===== config.mk =====
export PLATFORM = sky130hd
export DESIGN_NAME = mbf_core
export DESIGN_NICKNAME = d
export VERILOG_FILES = /design/src/core/mbf_pkg.sv /design/src/core/mbf_core.sv
export SDC_FILE = /design/constraint.sdc
export NUM_CORES = 1
export LEC_CHECK = 0
export BUFFER_PORTS_ARGS = -buffer_cell sky130_fd_sc_hd__buf_2
export CORE_MARGIN = 3
export CORE_UTILIZATION = 45
export CTS_BUF_LIST = sky130_fd_sc_hd__clkbuf_4 sky130_fd_sc_hd__clkbuf_8
export DETAILED_ROUTE_END_ITERATION = 12
export PLACE_DENSITY = 0.67
export SLEW_MARGIN = 15
export SYNTH_ARGS = -nofsm -noshare
export SYNTH_HDL_FRONTEND = slang
export SYNTH_SLANG_ARGS = --single-unit

===== constraint.sdc =====
create_clock -name clk_i -period 4.5 [get_ports clk_i]
set_input_delay 0.45 -clock clk_i [delete_from_list [all_inputs] [get_ports clk_i]]
set_output_delay 0.45 -clock clk_i [all_outputs]
set_load 0.02 [all_outputs]

===== src/core/mbf_pkg.sv =====
// Purpose: Constants for the back-off, deferral and address filter block
// Assumes: Wishbone word index offsets, 200 MHz clock, 100 Mb/s line (10 ns bit time)
// Notes:   Offsets are word indices; byte address is four times the index
`default_nettype none
package mbf_pkg;
   // ************************************************************
   // Register map
   // ************************************************************
   localparam logic [3:0]  REG_MAC_CTRL   = 4'h1;
   localparam logic [3:0]  REG_ADDR_UP    = 4'h2;
   localparam logic [3:0]  REG_ADDR_LO    = 4'h3;
   localparam logic [3:0]  REG_HASH_UP    = 4'h4;
   localparam logic [3:0]  REG_HASH_LO    = 4'h5;
   localparam logic [3:0]  REG_STATUS     = 4'h6;
   localparam logic [31:0] RST_ADDR_UP    = 32'h0000ffff;
   localparam logic [31:0] RST_ADDR_LO    = 32'h0fffffff;
   localparam logic [31:0] RST_HASH       = 32'h00000000;
   localparam logic [31:0] RST_CTRL       = 32'h00000000;
   // ************************************************************
   // Control fields
   // ************************************************************
   localparam int CTL_RX_ON      = 2;
   localparam int CTL_TX_ON      = 3;
   localparam int CTL_DEFER_CHK  = 5;
   localparam int CTL_CAP_LO     = 6;
   localparam int CTL_TABLE_SEL  = 13;
   localparam int CTL_TABLE_ONLY = 15;
   localparam int CTL_ALL_GROUP  = 19;
   localparam logic [15:0] ADDR_UP_MASK = 16'hffff;
   // ************************************************************
   // Back-off and deferral timing
   // ************************************************************
   localparam int          LFSR_W      = 20;
   localparam logic [19:0] LFSR_SEED   = 20'h00001;
   localparam logic [4:0]  K_MAX       = 5'h0a;
   localparam logic [4:0]  CAP_00      = 5'h0a;
   localparam logic [4:0]  CAP_01      = 5'h08;
   localparam logic [4:0]  CAP_10      = 5'h04;
   localparam logic [4:0]  CAP_11      = 5'h01;
   localparam int          CLK_MHZ     = 200;
   localparam int          BIT_NS      = 10;
   localparam int          CYC_PER_BIT = (BIT_NS * CLK_MHZ) / 1000;
   localparam int          SLOT_BITS   = 512;
   localparam int          SLOT_CYC    = SLOT_BITS * CYC_PER_BIT;
   localparam int          DEFER_BITS  = 24288;
   localparam int          DEFER_CYC   = DEFER_BITS * CYC_PER_BIT;
   localparam logic [31:0] CRC_POLY    = 32'hedb88320;
   localparam logic [31:0] CRC_INIT    = 32'hffffffff;
endpackage
`default_nettype wire


===== src/core/mbf_core.sv =====
// Purpose: Back-off, deferral watchdog, enables, station address and hash filter
// Assumes: Classic Wishbone slave, one clock, synchronous active high reset
// Notes:   Destination address arrives as a 48-bit word, first byte in bits 7:0
// Contract
// - Wait r slot times, 0 <= r < 2^K, K = min(retries, 10)
// - Random value comes from a free-running 20-bit LFSR
// - Load low K LFSR bits, decrement per slot time to zero, then retry
// - Cap field bits 7:6 limits bits to 10, 8, 4 or 1
// - One slot time is 512 bit times
// - With deferral check set, abort after deferring over 24288 bit times
// - Deferral timer runs only while ready and carrier busy; restarts each deferral
// - With deferral check clear, never abort on deferral
// - Transmit enable bit 3 gates all transmission
// - Receive enable bit 2 gates all reception
// - Upper address register holds bits 47:32, resets to 0000ffff
// - Lower address register holds address bits 31:0
// - EEPROM bytes 1-4 load lower register, bytes 5-6 upper register
// - Lower bits 7:0 match first received byte, upper 15:8 the sixth
// - Six-bit hash index: top bit picks register, five bits pick bit
// - Accept multicast when table bit set, or always with accept-all bit
// - Upper hash register is read-write, resets to zero
// - Table mode filters multicast by hash; table-only also unicast
// - Lower hash register at offset 5 is read-write, resets to zero
//
// The Wishbone register port was decided locally.
`default_nettype none
module mbf_core (
   // Clock and reset
   input  wire logic        clk_i,
   input  wire logic        rst_i,
   // Wishbone slave
   input  wire logic        wb_cyc_i,
   input  wire logic        wb_stb_i,
   input  wire logic        wb_we_i,
   input  wire logic [5:0]  wb_adr_i,
   input  wire logic [3:0]  wb_sel_i,
   input  wire logic [31:0] wb_dat_i,
   output logic      [31:0] wb_dat_o,
   output logic             wb_ack_o,
   output logic             wb_err_o,
   // EEPROM preload
   input  wire logic        ee_load_i,
   input  wire logic [47:0] ee_addr_i,
   // Transmit side
   input  wire logic        tx_ready_i,
   input  wire logic        crs_i,
   input  wire logic        collision_i,
   input  wire logic [4:0]  retry_count_i,
   output logic             tx_go_o,
   output logic             backoff_busy_o,
   output logic             defer_abort_o,
   // Receive filter
   input  wire logic        rx_frame_i,
   input  wire logic [47:0] rx_dest_i,
   output logic             rx_accept_o,
   output logic             rx_valid_o
);
   // ************************************************************
   // State
   // ************************************************************
   typedef enum logic [1:0] {ST_IDLE, ST_BACKOFF, ST_DEFER} mbf_tx_t;
   typedef struct packed {
      logic [31:0] ctrl;
      logic [15:0] addr_up;
      logic [31:0] addr_lo;
      logic [31:0] hash_up;
      logic [31:0] hash_lo;
      logic [19:0] lfsr;
      logic [9:0]  slots;
      logic [15:0] slot_cnt;
      logic [17:0] defer_cnt;
      mbf_tx_t     tx_st;
      logic        ee_done;
      logic        abort;
      logic        ack;
      logic        err;
      logic [31:0] rdata;
      logic        accept;
      logic        rvalid;
   } mbf_state_t;

   mbf_state_t st_ff;
   mbf_state_t nxt_st;

   // ************************************************************
   // Helpers
   // ************************************************************
   function automatic logic [31:0] mbf_merge(input logic [31:0] old_v,
                                             input logic [31:0] new_v,
                                             input logic [3:0]  sel);
      logic [31:0] r;
      r = old_v;
      for (int i = 0; i < 4; i++) begin
         if (sel[i]) begin
            r[i*8 +: 8] = new_v[i*8 +: 8];
         end
      end
      return r;
   endfunction

   // Serial CRC-32, LSB first as the bytes go out on the line
   function automatic logic [5:0] mbf_hash(input logic [47:0] da);
      logic [31:0] c;
      c = mbf_pkg::CRC_INIT;
      for (int i = 0; i < 48; i++) begin
         if (c[0] ^ da[i]) begin
            c = (c >> 1) ^ mbf_pkg::CRC_POLY;
         end else begin
            c = c >> 1;
         end
      end
      c = ~c;
      // Bit-reversed register: top six bits of the standard CRC sit at 0..5
      return {c[0], c[1], c[2], c[3], c[4], c[5]};
   endfunction

   // ************************************************************
   // Combinational next state
   // ************************************************************
   logic [4:0]  k_eff;
   logic [4:0]  cap;
   logic [9:0]  draw;
   logic [63:0] table_bits;
   logic [5:0]  hidx;
   logic        group_da;
   logic        perfect_hit;
   logic        hash_hit;
   logic        req;
   logic [3:0]  idx;

   always_comb begin
      nxt_st     = st_ff;
      nxt_st.ack = 1'b0;
      nxt_st.err = 1'b0;
      idx        = wb_adr_i[5:2];
      req        = wb_cyc_i && wb_stb_i && !st_ff.ack && !st_ff.err;

      // Free-running LFSR, taps 20 and 17
      nxt_st.lfsr = {st_ff.lfsr[18:0], st_ff.lfsr[19] ^ st_ff.lfsr[16]};

      // Power-on address preload
      if (!st_ff.ee_done) begin
         nxt_st.ee_done = 1'b1;
         if (ee_load_i) begin
            nxt_st.addr_lo = ee_addr_i[31:0];
            nxt_st.addr_up = ee_addr_i[47:32];
         end
      end

      // Register bus; one wait state, unmapped index answers err
      if (req) begin
         if (idx == mbf_pkg::REG_MAC_CTRL) begin
            nxt_st.ack   = 1'b1;
            nxt_st.rdata = st_ff.ctrl;
            if (wb_we_i) begin
               nxt_st.ctrl = mbf_merge(st_ff.ctrl, wb_dat_i, wb_sel_i);
            end
         end else if (idx == mbf_pkg::REG_ADDR_UP) begin
            nxt_st.ack   = 1'b1;
            nxt_st.rdata = {16'h0000, st_ff.addr_up};
            // Writes held off until preload is over
            if (wb_we_i && st_ff.ee_done) begin
               nxt_st.addr_up = 16'(mbf_merge({16'h0000, st_ff.addr_up}, wb_dat_i,
                                              wb_sel_i) & {16'h0000, mbf_pkg::ADDR_UP_MASK});
            end
         end else if (idx == mbf_pkg::REG_ADDR_LO) begin
            nxt_st.ack   = 1'b1;
            nxt_st.rdata = st_ff.addr_lo;
            if (wb_we_i && st_ff.ee_done) begin
               nxt_st.addr_lo = mbf_merge(st_ff.addr_lo, wb_dat_i, wb_sel_i);
            end
         end else if (idx == mbf_pkg::REG_HASH_UP) begin
            nxt_st.ack   = 1'b1;
            nxt_st.rdata = st_ff.hash_up;
            if (wb_we_i) begin
               nxt_st.hash_up = mbf_merge(st_ff.hash_up, wb_dat_i, wb_sel_i);
            end
         end else if (idx == mbf_pkg::REG_HASH_LO) begin
            nxt_st.ack   = 1'b1;
            nxt_st.rdata = st_ff.hash_lo;
            if (wb_we_i) begin
               nxt_st.hash_lo = mbf_merge(st_ff.hash_lo, wb_dat_i, wb_sel_i);
            end
         end else if (idx == mbf_pkg::REG_STATUS) begin
            nxt_st.ack   = 1'b1;
            nxt_st.rdata = {28'h0000000, st_ff.ee_done, st_ff.abort,
                            (st_ff.tx_st == ST_DEFER), (st_ff.tx_st == ST_BACKOFF)};
         end else begin
            nxt_st.err   = 1'b1;
            nxt_st.rdata = 32'h00000000;
         end
      end

      // Back-off draw: K = min(retries, 10), then min with cap
      k_eff = (retry_count_i < mbf_pkg::K_MAX) ? retry_count_i : mbf_pkg::K_MAX;
      case (st_ff.ctrl[mbf_pkg::CTL_CAP_LO +: 2])
         2'b00:   cap = mbf_pkg::CAP_00;
         2'b01:   cap = mbf_pkg::CAP_01;
         2'b10:   cap = mbf_pkg::CAP_10;
         default: cap = mbf_pkg::CAP_11;
      endcase
      if (cap < k_eff) begin
         k_eff = cap;
      end
      draw = st_ff.lfsr[9:0] & 10'((20'h00001 << k_eff) - 20'h00001);

      nxt_st.abort = 1'b0;
      case (st_ff.tx_st)
         ST_IDLE: begin
            nxt_st.defer_cnt = '0;
            if (collision_i) begin
               nxt_st.tx_st    = ST_BACKOFF;
               nxt_st.slots    = draw;
               nxt_st.slot_cnt = '0;
            end else if (tx_ready_i && crs_i && st_ff.ctrl[mbf_pkg::CTL_TX_ON]) begin
               nxt_st.tx_st = ST_DEFER;
            end
         end
         ST_BACKOFF: begin
            if (st_ff.slots == 10'h000) begin
               nxt_st.tx_st = ST_IDLE;
            end else if (st_ff.slot_cnt == 16'(mbf_pkg::SLOT_CYC - 1)) begin
               nxt_st.slot_cnt = '0;
               nxt_st.slots    = st_ff.slots - 10'h001;
            end else begin
               nxt_st.slot_cnt = st_ff.slot_cnt + 16'h0001;
            end
         end
         default: begin
            // Timer restarts from zero on every new deferral
            if (!(tx_ready_i && crs_i) || !st_ff.ctrl[mbf_pkg::CTL_TX_ON]) begin
               nxt_st.tx_st = ST_IDLE;
            end else if (st_ff.ctrl[mbf_pkg::CTL_DEFER_CHK] &&
                         st_ff.defer_cnt >= 18'(mbf_pkg::DEFER_CYC)) begin
               nxt_st.abort = 1'b1;
               nxt_st.tx_st = ST_IDLE;
            end else if (st_ff.defer_cnt < 18'(mbf_pkg::DEFER_CYC)) begin
               nxt_st.defer_cnt = st_ff.defer_cnt + 18'h00001;
            end
         end
      endcase

      // Receive address filter
      table_bits  = {st_ff.hash_up, st_ff.hash_lo};
      hidx        = mbf_hash(rx_dest_i);
      hash_hit    = table_bits[hidx];
      group_da    = rx_dest_i[0];
      perfect_hit = (rx_dest_i == {st_ff.addr_up, st_ff.addr_lo});
      nxt_st.rvalid = rx_frame_i && st_ff.ctrl[mbf_pkg::CTL_RX_ON];
      if (group_da) begin
         if (st_ff.ctrl[mbf_pkg::CTL_ALL_GROUP]) begin
            nxt_st.accept = 1'b1;
         end else if (st_ff.ctrl[mbf_pkg::CTL_TABLE_SEL]) begin
            nxt_st.accept = hash_hit;
         end else begin
            nxt_st.accept = perfect_hit;
         end
      end else if (st_ff.ctrl[mbf_pkg::CTL_TABLE_SEL] &&
                   st_ff.ctrl[mbf_pkg::CTL_TABLE_ONLY]) begin
         nxt_st.accept = hash_hit;
      end else begin
         nxt_st.accept = perfect_hit;
      end
      nxt_st.accept = nxt_st.accept && nxt_st.rvalid;
   end

   // ************************************************************
   // Registers
   // ************************************************************
   always_ff @(posedge clk_i) begin
      if (rst_i) begin
         st_ff           <= '0;
         st_ff.ctrl      <= mbf_pkg::RST_CTRL;
         st_ff.addr_up   <= mbf_pkg::RST_ADDR_UP[15:0];
         st_ff.addr_lo   <= mbf_pkg::RST_ADDR_LO;
         st_ff.hash_up   <= mbf_pkg::RST_HASH;
         st_ff.hash_lo   <= mbf_pkg::RST_HASH;
         st_ff.lfsr      <= mbf_pkg::LFSR_SEED;
         st_ff.tx_st     <= ST_IDLE;
      end else begin
         st_ff <= nxt_st;
      end
   end

   assign wb_dat_o       = st_ff.rdata;
   assign wb_ack_o       = st_ff.ack;
   assign wb_err_o       = st_ff.err;
   // Transmitter off means no attempt is ever released
   assign tx_go_o        = st_ff.ctrl[mbf_pkg::CTL_TX_ON] && tx_ready_i && !crs_i
                           && st_ff.tx_st == ST_IDLE && !collision_i;
   assign backoff_busy_o = (st_ff.tx_st == ST_BACKOFF);
   assign defer_abort_o  = st_ff.abort;
   assign rx_accept_o    = st_ff.accept;
   assign rx_valid_o     = st_ff.rvalid;

   // ************************************************************
   // Checks
   // ************************************************************
   // Checks read the state struct, so they follow the registers
   chk_tx_gate: assert property (@(posedge clk_i) disable iff (rst_i)
      !st_ff.ctrl[mbf_pkg::CTL_TX_ON] |-> !tx_go_o)
      else $error("transmit released while disabled");
   chk_rx_gate: assert property (@(posedge clk_i) disable iff (rst_i)
      !$past(st_ff.ctrl[mbf_pkg::CTL_RX_ON]) |-> !rx_accept_o && !rx_valid_o)
      else $error("frame accepted while receiver off");
   chk_no_abort_off: assert property (@(posedge clk_i) disable iff (rst_i)
      !$past(st_ff.ctrl[mbf_pkg::CTL_DEFER_CHK]) |-> !defer_abort_o)
      else $error("deferral abort with check disabled");
   chk_abort_late: assert property (@(posedge clk_i) disable iff (rst_i)
      defer_abort_o |-> $past(st_ff.defer_cnt) >= 18'(mbf_pkg::DEFER_CYC))
      else $error("deferral abort too early");
   chk_draw_bound: assert property (@(posedge clk_i) disable iff (rst_i)
      st_ff.tx_st == ST_IDLE && collision_i |=> st_ff.slots < (11'h001 << $past(k_eff)))
      else $error("back-off draw exceeds window");
   chk_slot_step: assert property (@(posedge clk_i) disable iff (rst_i)
      st_ff.tx_st == ST_BACKOFF && st_ff.slots != 10'h000 && st_ff.slot_cnt == 16'h0000
      |-> ##1 st_ff.slots == $past(st_ff.slots))
      else $error("slot ended early");
   chk_addr_reset: assert property (@(posedge clk_i) disable iff (rst_i)
      $past(rst_i) |-> st_ff.addr_up == mbf_pkg::RST_ADDR_UP[15:0] &&
                       st_ff.hash_up == mbf_pkg::RST_HASH)
      else $error("address or hash reset value wrong");
   chk_ack_once: assert property (@(posedge clk_i) disable iff (rst_i)
      wb_ack_o |=> !wb_ack_o)
      else $error("ack held two cycles");
   chk_all_group: assert property (@(posedge clk_i) disable iff (rst_i)
      rx_frame_i && rx_dest_i[0] && st_ff.ctrl[mbf_pkg::CTL_ALL_GROUP] &&
      st_ff.ctrl[mbf_pkg::CTL_RX_ON] |=> rx_accept_o)
      else $error("group frame dropped with accept-all");

   chk_defer_clear: assert property (@(posedge clk_i) disable iff (rst_i)
      st_ff.tx_st != ST_DEFER |=> st_ff.defer_cnt == 18'h00000)
      else $error("deferral timer carried over");
   chk_abort_pulse: assert property (@(posedge clk_i) disable iff (rst_i)
      defer_abort_o |=> !defer_abort_o)
      else $error("deferral abort held two cycles");
   chk_cap_one: assert property (@(posedge clk_i) disable iff (rst_i)
      st_ff.tx_st == ST_IDLE && collision_i &&
      st_ff.ctrl[mbf_pkg::CTL_CAP_LO +: 2] == 2'b11 |=> st_ff.slots < 10'h002)
      else $error("one-bit cap drew more than one slot");
   chk_busy_entry: assert property (@(posedge clk_i) disable iff (rst_i)
      st_ff.tx_st == ST_IDLE && collision_i |=> backoff_busy_o)
      else $error("collision did not start back-off");
   chk_lfsr_live: assert property (@(posedge clk_i) disable iff (rst_i)
      st_ff.lfsr != 20'h00000)
      else $error("random source stuck at zero");
   chk_rx_source: assert property (@(posedge clk_i) disable iff (rst_i)
      rx_valid_o |-> $past(rx_frame_i))
      else $error("frame taken without a frame strobe");
   chk_accept_valid: assert property (@(posedge clk_i) disable iff (rst_i)
      rx_accept_o |-> rx_valid_o)
      else $error("frame accepted but not taken");
   chk_preload_once: assert property (@(posedge clk_i) disable iff (rst_i)
      $past(st_ff.ee_done) |-> st_ff.ee_done)
      else $error("preload done flag dropped");
   chk_err_unmapped: assert property (@(posedge clk_i) disable iff (rst_i)
      wb_err_o |-> $past(wb_adr_i[5:2]) == 4'h0 || $past(wb_adr_i[5:2]) > mbf_pkg::REG_STATUS)
      else $error("error answer for a mapped register");

   // ************************************************************
   // Cover points
   // ************************************************************
   // One per main path, so a quiet bench shows up as missing hits
   cov_backoff: cover property (@(posedge clk_i) disable iff (rst_i)
      backoff_busy_o ##1 !backoff_busy_o);
   cov_abort:   cover property (@(posedge clk_i) disable iff (rst_i) defer_abort_o);
   cov_hash:    cover property (@(posedge clk_i) disable iff (rst_i)
      rx_accept_o && st_ff.ctrl[mbf_pkg::CTL_TABLE_SEL]);
   cov_only:    cover property (@(posedge clk_i) disable iff (rst_i)
      rx_accept_o && st_ff.ctrl[mbf_pkg::CTL_TABLE_ONLY]);
   cov_err:     cover property (@(posedge clk_i) disable iff (rst_i)
      wb_err_o);
endmodule
`default_nettype wire


==> results.ini <==
[outcome]
outcome=completed

[finish]
finalNetCount=1929
design_area_um2=16540
area_delta_synth_final_pct=16.25
fin_util_pct=53.52
drive_gt1_share_pct=20.96

[floorplan]
start_util_pct=46.04
die_area_um2=33800
ios=192
die_h_um=183.8
rows=64
core-area_um2=30910
die_w_um=183.8

[global_routing]
antenna_found_initial=13
grt_overflow_total=0
grt_pass1_vias=12230
grt_usage_pct=26.83
grt_pass1_wl_um=70750
grt_start_max_net_pins=106

[yosys]
synth_nets=1765
ys_types=60
synth-edff-count=0
async_reset_ff_share_pct=0
synth_flop_cell=dfxtp_1
netlist_instances=1604
yosysSeqAreaShare_pct=34.89
synth_seq_cells=248
yosys_warnings=0
netlist_area_um2=14230
avgSynthCellArea_um2=8.872

[routing]
ant_nets=0
drtPass1Iterations=6
routedWlPerCell_um=21.31
avgViaCountPerCell=5.896
drc_errors=0
vias=12960
wl_um=46840
dr.first_iter.drc_count=1355

[pwr]
internal-power_mw=9.379
p_clk_share_pct=15.3
irDropWorstVdd_mv=1.397
power.density_nw_per_um2=906.5
p_sw_mw=5.618
power.total_mw=15.00
p_seq_share_pct=15.5
switching_share_pct=37.46
total_leakage_power_nw=6.599
p_comb_share_pct=69.2

[clock_tree]
clk_latency_ps=540
cts_buffer_depth=3
cts_hold_buf=0
h-tree-depth=2
cts.clk_slew.worst_paths_ps=60
clock_sinks=248
cts_setup_buffers=0
cts_buffers=42
cts_resized=0
cts-root-buf=clkbuf_8
cts_tree=done

[setup_path]
rrSetupSlack_ps=820
end_kind=register
critical_path_class=input pin to register
critPathSlowestCell=xnor3_2
cp_cell_sequence=buf_2 > buf_4 > xor2_1 > xnor2_1 > xnor3_1 > xnor3_1 > xnor2_2 > xnor3_2 > xnor2_2 > buf_12 > mux4_2 > mux2i_1 > mux2i_1 > mux2i_1 > o221ai_2
startpoint_type=input pin
required_ps=4900
cpMostUsedCell=mux2i_1
arrival_ps=4360
cpPeakStageDelay_ps=490
crit_fanout=8

[sta]
final-setup-viol-count=0
max_slew_margin_pct=25.46
period_needed_ps=3959
tns_ps=0
slew_viol_final=0
final_hold_viol_count=0
tightest_slew_ps=1118
fin_skew_ps=24.76
post-route-period-util_pct=87.98
fmax_mhz=252.6
rsz0062_at_grt=false

[place]
dp_hpwl_um=35040
port_buffers=189
place.gp.congestion=0.9939
postPlaceCellArea_um2=15540

[worst_hold_path]
worst_hold_path_type=input pin to register

[flow_run]
cap_violations=0

[power groups by stage]
| stage | registers, mW | clock network (mW) | logic, mW |
|---|---|---|---|
| 3_5_place_dp | 2.37 | 0 | 10.3 |
| 3_3_place_gp | 2.37 | 0 | 10.2 |
| 4_1_cts | 2.32 | 2.32 | 10.3 |
| 2_1_floorplan | 2.34 | 0 | 7.36 |
| 6_report | 2.32 | 2.29 | 10.4 |
| 5_1_grt | 2.33 | 2.42 | 11.0 |
[state kept, by name (all words and copies together) (netlist names)]
| signal | flops |
|---|---|
| defer_abort_o | 1 |
| rx_valid_o | 1 |
| nxt_st | 19 |
| st_ff | 192 |
| wb_ack_o | 1 |
| rx_accept_o | 1 |
| wb_dat_o | 32 |
| wb_err_o | 1 |
[final cells by class]
type                            count  area (um^2)
Antenna cell                        3        7.507
Clock buffer                       63        798.3
Clock inverter                     12        165.2
Fill cell                        2888        14370
Inverter                           14        52.55
Multi-Input combinational cell   1205         8539
Sequential cell                   248         4965
Tap cell                          396        495.5
Timing Repair Buffer              257         1520
[routing by layer]
| metal | share of wire, % | track usage [%] |
|---|---|---|
| met2 | 45 | 42.95 |
| met3 | 8.7 | 4.986 |
| met1 | 42 | 36.49 |
| met5 | 0.34 | 0 |
| met4 | 3.8 | 9.616 |
[path summary, 6_finish.rpt]
| check | startpoint | end | depth (start not counted) |
|---|---|---|---|
| worst max-delay path | rx_dest_i[2] | rx_accept_o | 15 |
| worst min-delay path | ee_addr_i[8] | st_ff[176] | 3 |
| worst max register to register | st_ff[223] | st_ff[80] | 17 |
| worst min register to register | nxt_st[103] | st_ff[103] | 1 |
[kinds of logic (layout without fill, tap and decap cells)]
family                     Yosys count  after routing  synth area share, %
and+or+nand+nor                    569            569                18.11
buffers and inverters              151            346                5.240
AOI/OAI and AO/OA                  321            321                14.96
adders and majority gates            8              8               0.7034
DFF                                248            248                34.89
muxes                               47             47                4.563
other                                0              3                    0
xor gates and xnor gates           260            260                21.54
[cells in the mapped netlist (all sizes together), types with 26 or more instances]
| library cell | count | area, um^2 |
|---|---|---|
| clkbuf | 89 | 337.8 |
| a222oi | 26 | 260.3 |
| o21ai | 33 | 165.2 |
| xnor3 | 39 | 884.6 |
| nand3 | 122 | 610.6 |
| dfxtp | 248 | 4965 |
| nand2 | 238 | 893.4 |
| a221oi | 45 | 394.1 |
| a22oi | 33 | 247.7 |
| buf | 48 | 355.3 |
| a21oi | 124 | 620.6 |
| xor2 | 82 | 755.7 |
| mux2i | 30 | 300.3 |
| nor2 | 87 | 326.6 |
| xnor2 | 132 | 1257 |
[critical path, delay by kind of cell]
| kind | cells | cell delay [ps] |
|---|---|---|
| mux | 4 | 930 |
| compound gates | 1 | 130 |
| xor+xnor | 7 | 2310 |
| buf+inv | 3 | 530 |
[layout by cell type (no fill, tap or decap), drive strengths merged, types with 10 or more instances in the layout]
cell type,synthesis,routed
nor3,21,21
and3,19,19
nand4,17,17
dfxtp,248,248
xor2,82,82
inv,12,12
mux4,14,14
nor2,87,87
a221oi,45,45
buf,48,257
o22ai,23,23
nor2b,22,22
a222oi,26,26
xnor2,132,132
xnor3,39,39
o21ai,33,33
nand2,238,238
nand3,122,122
nand2b,10,10
nor4,13,13
a22oi,33,33
mux2i,30,30
clkbuf,89,63
a21oi,124,124
a211oi,13,13
[metrics by stage]
step | setup slack [ps] | std cells | hold slack (ps)
3_3_place_gp | 38.36 | 2119 | 422.5
3_5_place_dp | 22.16 | 2119 | 422.6
6_report | 541.0 | 2198 | 143.5
5_1_grt | 333.7 | 2197 | 144.7
4_1_cts | 558.5 | 2194 | 126.6
2_1_floorplan | 261.3 | 1604 | 413.8
Power figures use the tool's default switching activity.
